[src/core/fps_pkg.sv]
// shared constants for the flash program launch sequencer and its cpu end
// assumes one machine cycle per clock on both ends
package fps_pkg;
    localparam int          DATA_W        = 8;
    // flash control register fields
    localparam int          CTL_KEY_HI    = 7;
    localparam int          CTL_KEY_LO    = 4;
    localparam int          CTL_MAP_BIT   = 3;
    localparam int          CTL_SP_HI     = 2;
    localparam int          CTL_SP_LO     = 1;
    localparam int          CTL_BUSY_BIT  = 0;
    // flash status register fields
    localparam int          STA_SEQUENCE_ERROR_FLAG    = 1;
    localparam int          STA_LOADED    = 0;
    localparam logic [7:0]  CTL_RESET     = 8'h00;
    localparam logic [7:0]  STA_RESET     = 8'h00;
    // unlock key nibbles
    localparam logic [3:0]  KEY_FIRST     = 4'h5;
    localparam logic [3:0]  KEY_SECOND    = 4'hA;
    localparam logic [3:0]  KEY_NONE      = 4'h0;
    // memory space selects
    localparam logic [1:0]  SP_USER       = 2'h0;
    localparam logic [1:0]  SP_EXTRA_ROW  = 2'h1;
    localparam logic [1:0]  SP_SECURITY   = 2'h2;
    localparam logic [1:0]  SP_LATCH_RST  = 2'h3;
    // cpu end command codes
    typedef enum logic [2:0] {
        CMD_NOP       = 3'h0,
        CMD_WR_CTL    = 3'h1,
        CMD_RD_CTL    = 3'h2,
        CMD_WR_STA    = 3'h3,
        CMD_RD_STA    = 3'h4,
        CMD_LOAD      = 3'h5,
        CMD_LAUNCH    = 3'h6
    } fps_cmd_t;
endpackage

[src/core/fps_link_if.sv]
// cpu to flash sequencer register link, one instruction per clock
// assumes both ends share SYS_CLK_IN; no crossing needed
`timescale 1ns/100ps
interface fps_link_if;
    import fps_pkg::*;
    logic              instr_stb;
    logic              ctl_wr_stb;
    logic              sta_wr_stb;
    logic              latch_load_stb;
    logic [DATA_W-1:0] wdata;
    logic [DATA_W-1:0] ctl_rdata;
    logic [DATA_W-1:0] sta_rdata;

    modport dev
    (
        input  instr_stb,
        input  ctl_wr_stb,
        input  sta_wr_stb,
        input  latch_load_stb,
        input  wdata,
        output ctl_rdata,
        output sta_rdata
    );

    modport cpu
    (
        output instr_stb,
        output ctl_wr_stb,
        output sta_wr_stb,
        output latch_load_stb,
        output wdata,
        input  ctl_rdata,
        input  sta_rdata
    );
endinterface

[src/core/fps_device.sv]
// flash program launch sequencer: control/status registers and unlock check
// assumes the cpu marks every instruction with instr_stb, writes included,
// and that the flash engine pulses PROG_DONE_IN once per started operation
`timescale 1ns/100ps

// Functional notes
// - space 10: A key programs fuse bits
// - space 11: A key clears column latches
// - A key must directly follow 5 key
// - both keys carry the same space select
// - cpu keeps interrupts off while programming started by its launch command
// - busy flag shows programming in progress
// - busy rises second cycle after sequence
// - busy clears when programming finishes
// - bad sequence sets error; good one clears
// - space 00 user, 01 extra row writes
// - loaded flag on first latch byte
module fps_device
    import fps_pkg::*;
(
    input  wire logic       SYS_CLK_IN,
    input  wire logic       RST_B_IN,
    fps_link_if.dev         link,
    input  wire logic       PROG_DONE_IN,
    output logic            PROG_START_OUT,
    output logic [1:0]      PROG_SPACE_OUT,
    output logic            LATCH_CLEAR_OUT,
    output logic            LATCH_MAP_OUT,
    output logic            BUSY_OUT
);
    logic [3:0] key_q;
    logic       map_q;
    logic [1:0] sp_q;
    logic       busy_q;
    logic       armed_q;
    logic [1:0] armed_sp_q;
    logic       launch_q;
    logic [1:0] launch_sp_q;
    logic       start_q;
    logic [1:0] prog_sp_q;
    logic       clear_q;
    logic       loaded_q;
    logic       sequence_error_flag_q;

    logic [3:0] wr_key;
    logic [1:0] wr_sp;
    logic       first_key;
    logic       second_key;
    logic       space_ok;
    logic       data_ok;
    logic       seq_ok;
    logic       seq_bad;
    logic       broken;

    assign wr_key     = link.wdata[CTL_KEY_HI:CTL_KEY_LO];
    assign wr_sp      = link.wdata[CTL_SP_HI:CTL_SP_LO];
    assign first_key  = link.ctl_wr_stb && (wr_key == KEY_FIRST);
    assign second_key = link.ctl_wr_stb && (wr_key == KEY_SECOND) && armed_q;
    assign space_ok   = (wr_sp == armed_sp_q);
    // latch reset needs no loaded data; every other space does
    assign data_ok    = (wr_sp == SP_LATCH_RST) || loaded_q;
    // a new launch while busy would corrupt the running operation
    assign seq_ok     = second_key && space_ok && data_ok && !busy_q;
    assign broken     = armed_q && link.instr_stb && !second_key;
    assign seq_bad    = broken || (second_key && !seq_ok);

    // control register fields; busy bit is not writable
    always_ff @(posedge SYS_CLK_IN or negedge RST_B_IN)
    begin
        if (!RST_B_IN)
        begin
            key_q <= CTL_RESET[CTL_KEY_HI:CTL_KEY_LO];
            map_q <= CTL_RESET[CTL_MAP_BIT];
            sp_q  <= CTL_RESET[CTL_SP_HI:CTL_SP_LO];
        end
        else if (link.ctl_wr_stb)
        begin
            key_q <= wr_key;
            map_q <= link.wdata[CTL_MAP_BIT];
            sp_q  <= wr_sp;
        end
    end

    // unlock tracking: armed only for the instruction right after the 5 key
    always_ff @(posedge SYS_CLK_IN or negedge RST_B_IN)
    begin
        if (!RST_B_IN)
        begin
            armed_q    <= 1'b0;
            armed_sp_q <= SP_USER;
        end
        else if (first_key)
        begin
            armed_q    <= 1'b1;
            armed_sp_q <= wr_sp;
        end
        else if (link.instr_stb || link.ctl_wr_stb)
        begin
            armed_q    <= 1'b0;
        end
    end

    // launch stage: first machine cycle after the A key
    always_ff @(posedge SYS_CLK_IN or negedge RST_B_IN)
    begin
        if (!RST_B_IN)
        begin
            launch_q    <= 1'b0;
            launch_sp_q <= SP_USER;
        end
        else
        begin
            launch_q    <= seq_ok;
            if (seq_ok)
            begin
                launch_sp_q <= wr_sp;
            end
        end
    end

    // busy and start: second machine cycle after the A key
    always_ff @(posedge SYS_CLK_IN or negedge RST_B_IN)
    begin
        if (!RST_B_IN)
        begin
            busy_q    <= 1'b0;
            start_q   <= 1'b0;
            prog_sp_q <= SP_USER;
        end
        else
        begin
            start_q <= 1'b0;
            if (launch_q && (launch_sp_q != SP_LATCH_RST))
            begin
                busy_q    <= 1'b1;
                start_q   <= 1'b1;
                prog_sp_q <= launch_sp_q;
            end
            else if (PROG_DONE_IN && busy_q)
            begin
                busy_q <= 1'b0;
            end
        end
    end

    // latch clear: manual reset sequence, or automatic after a write
    always_ff @(posedge SYS_CLK_IN or negedge RST_B_IN)
    begin
        if (!RST_B_IN)
        begin
            clear_q <= 1'b0;
        end
        else
        begin
            clear_q <= (launch_q && (launch_sp_q == SP_LATCH_RST))
                       || (PROG_DONE_IN && busy_q);
        end
    end

    // latches loaded flag; loads during busy are ignored by the latches
    always_ff @(posedge SYS_CLK_IN or negedge RST_B_IN)
    begin
        if (!RST_B_IN)
        begin
            loaded_q <= STA_RESET[STA_LOADED];
        end
        else if (link.latch_load_stb && !busy_q)
        begin
            loaded_q <= 1'b1;
        end
        else if (seq_ok)
        begin
            loaded_q <= 1'b0;
        end
    end

    // sequence error flag; a hardware set beats a software clear
    always_ff @(posedge SYS_CLK_IN or negedge RST_B_IN)
    begin
        if (!RST_B_IN)
        begin
            sequence_error_flag_q <= STA_RESET[STA_SEQUENCE_ERROR_FLAG];
        end
        else if (seq_bad)
        begin
            sequence_error_flag_q <= 1'b1;
        end
        else if (seq_ok)
        begin
            sequence_error_flag_q <= 1'b0;
        end
        else if (link.sta_wr_stb && !link.wdata[STA_SEQUENCE_ERROR_FLAG])
        begin
            sequence_error_flag_q <= 1'b0;
        end
    end

    always_comb
    begin
        link.ctl_rdata               = CTL_RESET;
        link.ctl_rdata[CTL_KEY_HI:CTL_KEY_LO] = key_q;
        link.ctl_rdata[CTL_MAP_BIT]  = map_q;
        link.ctl_rdata[CTL_SP_HI:CTL_SP_LO] = sp_q;
        link.ctl_rdata[CTL_BUSY_BIT] = busy_q;
        link.sta_rdata               = STA_RESET;
        link.sta_rdata[STA_SEQUENCE_ERROR_FLAG]   = sequence_error_flag_q;
        link.sta_rdata[STA_LOADED]   = loaded_q;
    end

    assign PROG_START_OUT  = start_q;
    assign PROG_SPACE_OUT  = prog_sp_q;
    assign LATCH_CLEAR_OUT = clear_q;
    assign LATCH_MAP_OUT   = map_q;
    assign BUSY_OUT        = busy_q;
endmodule

[src/flat_wrapper.sv]
// flat-port wrapper written by rule: the top's interface ports become plain ports
module fps_device_flat import fps_pkg::*;
  (SYS_CLK_IN, RST_B_IN, PROG_DONE_IN, PROG_START_OUT, PROG_SPACE_OUT, LATCH_CLEAR_OUT, LATCH_MAP_OUT, BUSY_OUT, link_instr_stb, link_ctl_wr_stb, link_sta_wr_stb, link_latch_load_stb, link_wdata, link_ctl_rdata, link_sta_rdata);
  fps_link_if link_i ();
  input  wire logic SYS_CLK_IN;
  input  wire logic RST_B_IN;
  input  wire logic PROG_DONE_IN;
  output logic PROG_START_OUT;
  output logic [1:0] PROG_SPACE_OUT;
  output logic LATCH_CLEAR_OUT;
  output logic LATCH_MAP_OUT;
  output logic BUSY_OUT;
  input wire logic [$bits(link_i.instr_stb)-1:0] link_instr_stb;
  input wire logic [$bits(link_i.ctl_wr_stb)-1:0] link_ctl_wr_stb;
  input wire logic [$bits(link_i.sta_wr_stb)-1:0] link_sta_wr_stb;
  input wire logic [$bits(link_i.latch_load_stb)-1:0] link_latch_load_stb;
  input wire logic [$bits(link_i.wdata)-1:0] link_wdata;
  output wire logic [$bits(link_i.ctl_rdata)-1:0] link_ctl_rdata;
  output wire logic [$bits(link_i.sta_rdata)-1:0] link_sta_rdata;
  assign link_i.instr_stb = link_instr_stb;
  assign link_i.ctl_wr_stb = link_ctl_wr_stb;
  assign link_i.sta_wr_stb = link_sta_wr_stb;
  assign link_i.latch_load_stb = link_latch_load_stb;
  assign link_i.wdata = link_wdata;
  assign link_ctl_rdata = link_i.ctl_rdata;
  assign link_sta_rdata = link_i.sta_rdata;
  fps_device u_core (.SYS_CLK_IN(SYS_CLK_IN), .RST_B_IN(RST_B_IN), .link(link_i), .PROG_DONE_IN(PROG_DONE_IN), .PROG_START_OUT(PROG_START_OUT), .PROG_SPACE_OUT(PROG_SPACE_OUT), .LATCH_CLEAR_OUT(LATCH_CLEAR_OUT), .LATCH_MAP_OUT(LATCH_MAP_OUT), .BUSY_OUT(BUSY_OUT));
endmodule
[config.mk]
export PLATFORM = sky130hd
export DESIGN_NAME = fps_device_flat
export DESIGN_NICKNAME = d
export VERILOG_FILES = /design/src/core/fps_pkg.sv /design/src/core/fps_link_if.sv /design/src/core/fps_device.sv /design/src/flat_wrapper.sv
export SDC_FILE = /design/constraint.sdc
export NUM_CORES = 1
export LEC_CHECK = 0
export BUFFER_PORTS_ARGS = -buffer_cell sky130_fd_sc_hd__buf_4
export CORE_UTILIZATION = 34
export CTS_CLUSTER_SIZE = 40
export DETAILED_ROUTE_END_ITERATION = 8
export PLACE_DENSITY = 0.69
export SKIP_CTS_REPAIR_TIMING = 1
export SYNTH_ARGS = -nofsm -noshare
export SYNTH_HDL_FRONTEND = slang
export SYNTH_SLANG_ARGS = --single-unit
[constraint.sdc]
create_clock -name SYS_CLK_IN -period 1.7 [get_ports SYS_CLK_IN]
set_clock_uncertainty 0.1 [all_clocks]
set_input_delay 0.34 -clock SYS_CLK_IN [delete_from_list [all_inputs] [get_ports SYS_CLK_IN]]
set_output_delay 0.34 -clock SYS_CLK_IN [all_outputs]
set_load 0.02 [all_outputs]
==> run summary <==
top cell type's share of synthesized area -> 56.4%
total global routing track utilization -> 13.1%
crit path launch -> u_core.armed_sp_q[0]
clk sinks -> 20
# diodes -> 0
pin count of the biggest net entering global routing -> 21
Setup Crit Path Kind -> reg2reg
final instance area -> 1180 um2
most numerous cell in the Yosys netlist -> dfrtp_1
placed cell area -> 1130 um2
post-synthesis adder-cell area fraction -> 0%
std cell rows -> 18
Setup WS post-layout -> 0.0514 ns
# setup viols final -> 0
period utilization -> 97.0%
via-per-instance ratio -> 4.55
grt ovf -> 0
RSZ-0062 raised after global routing -> no
CTS H-tree lvls -> 1
Synth Instances -> 67
total CTS buffers -> 3
final hold viol count -> 0
I/O Buffers -> 29
die width -> 53.1 um
Max Clk Rate -> 607 MHz
RePlAce Congestion -> 0.710
Worst Setup End Kind -> flip-flop
CORE AREA -> 2480 um2
DIE AREA -> 2820 um2
Post-DP HPWL -> 1220 um
cell taking the most area after synthesis -> dfrtp_1
Reg clk slew, reported paths -> 0.11 ns
I/O pins -> 37
max cap viols -> 0
hold crit path type -> in2reg
post-synth cell types -> 24
post-synthesis mux area share -> 17.3%
DR WL/cell -> 12.1 um
YS warnings -> 0
Final Net Count -> 118
Synth Area in Simple Gates -> 8.46%
initial antenna violation count -> 0
Worst-Skew Late Latency -> 0.31 ns
DP Worst Slack -> -0.0513 ns
Avg Cell Area, Syn -> 13.2 um2
status -> finished clean
ys async rst share -> 100%
Max FO, Critical Path -> 3
Initial Util -> 35.8%
vias in the first global route -> 615
Post-route DRC -> 0
Die Y -> 53.1 um
CTS root buf -> clkbuf_4
Detailed Route WL -> 1600 um
global-route wire length before repair -> 2600 um
Worst Path Required -> 1.79 ns
Pwr Density -> 831 nW/um2
DR vias -> 601
DRT Pass-1 Iters -> 4
Leak -> 0.586 nW
Primary FF master, synth -> dfrtp_1
Compound-Gate Fraction of Synth Area -> 6.77%
Routed Antenna Nets -> 0
synth top area cells -> dfrtp_1 (56%), mux2_2 (14%), buf_4 (8.5%)
Post-synth EDFFs -> 0
Max VDD drop -> 0.628 mV
HP Start -> PROG_DONE_IN
#FFs+latches synth -> 20
mapped cell area -> 887 um2
post-layout total power -> 0.979 mW
top cells by count, synth -> dfrtp_1 (20), mux2_2 (11), buf_4 (10)
post-synthesis sequential area ratio -> 56.4%
Max clock buf depth -> 2
layout cells sized above 1 -> 53.9%
Startpoint Class -> flip-flop
Pins Over Slew Limit -> 0
CTS tree -> yes
main combinational cell family by area after synthesis -> multiplexers
Synth Area in XOR/XNOR -> 0%
RR Startpoint -> u_core.armed_sp_q[0]
drt initial violations -> 7
Layout Area Growth over Synthesis -> 32.9%
CP arrival -> 1.74 ns
minimum clock period -> 1.65 ns
## placed cells by master (no fill, tap or decap)
master	instances
buf_4	36
and2_0	1
a31oi_1	1
mux2_2	11
o21ai_0	2
clkbuf_8	1
mux2_4	2
nor3_1	1
nor3b_2	1
conb_1	6
dlygate4sd3_1	1
dfrtp_1	20
a22o_1	1
nor3b_1	1
a21boi_0	1
nand2b_1	1
a32o_1	1
nand4_1	1
nor2_1	1
clkbuf_4	3
nand2_1	1
and4b_1	1
a21oi_1	1
or3_4	1
o21bai_1	1
inv_1	2
o21ai_1	1
nand3b_1	1
## final timing paths
path	end	slack [ns]	cells after the start
worst max-delay path	u_core.launch_sp_q[1]	0.05	4
worst min-delay path	u_core.BUSY_OUT	0.11	2
worst max register to register	u_core.launch_sp_q[1]	0.05	4
worst min register to register	u_core.PROG_SPACE_OUT[1]	0.42	1
max in group asynchronous	u_core.LATCH_CLEAR_OUT	0.96	2
min in group asynchronous	u_core.sequence_error_flag_q	0.33	2
## worst max-delay path, cell delays in order, from the launching register on
cell and delay [ns]:
dfrtp_1 0.42, nor3b_2 0.19, o21ai_1 0.10, or3_4 0.42
mux2_4 0.30
## logic make-up after synthesis
kind of cell | after synthesis
AOI/OAI and AO/OA | 9
buffers and inverters | 13
DFF | 20
muxes | 13
other | 1
and+or+nand+nor | 11
## power breakdown
| part | internal (mW) | switching, mW |
|---|---|---|
| combinational | 0.0914 | 0.0868 |
| sequential | 0.506 | 0.0203 |
| clock | 0.131 | 0.144 |
## registers in the layout, indices dropped and copies added, names as in the netlist, 2 cells and up
register / count
u_core.PROG_SPACE_OUT: 2
u_core.sp_q: 2
u_core.launch_sp_q: 2
u_core.armed_sp_q: 2
u_core.key_q: 4
## layout make-up
type	count	area (um2)
clock buffer	4	36.3
fill	244	1300
inverter	2	7.51
multi-input combinational	39	317
sequential	20	500
tap	30	37.5
timing repair buffer	37	280
## per-layer routing
metal | track usage, % | wire length, um
met1 | 14.6 | 666
met2 | 22.8 | 793
met3 | 6.61 | 142
met4 | 1.32 | 0
met5 | 0 | 0
## metrics by stage
stage               instances  util [%]  setup TNS, ns  hold WS, ns
floorplan                  72         -              0      -0.0556
global placement          127      45.5        -0.0443        0.131
detailed placement        127      45.5         -0.102        0.136
CTS                       131      47.0        -0.0208       -0.214
global route              132      47.6              0        0.109
finish                    132      47.6              0        0.114
No activity file was read; power rests on OpenSTA's default activity.
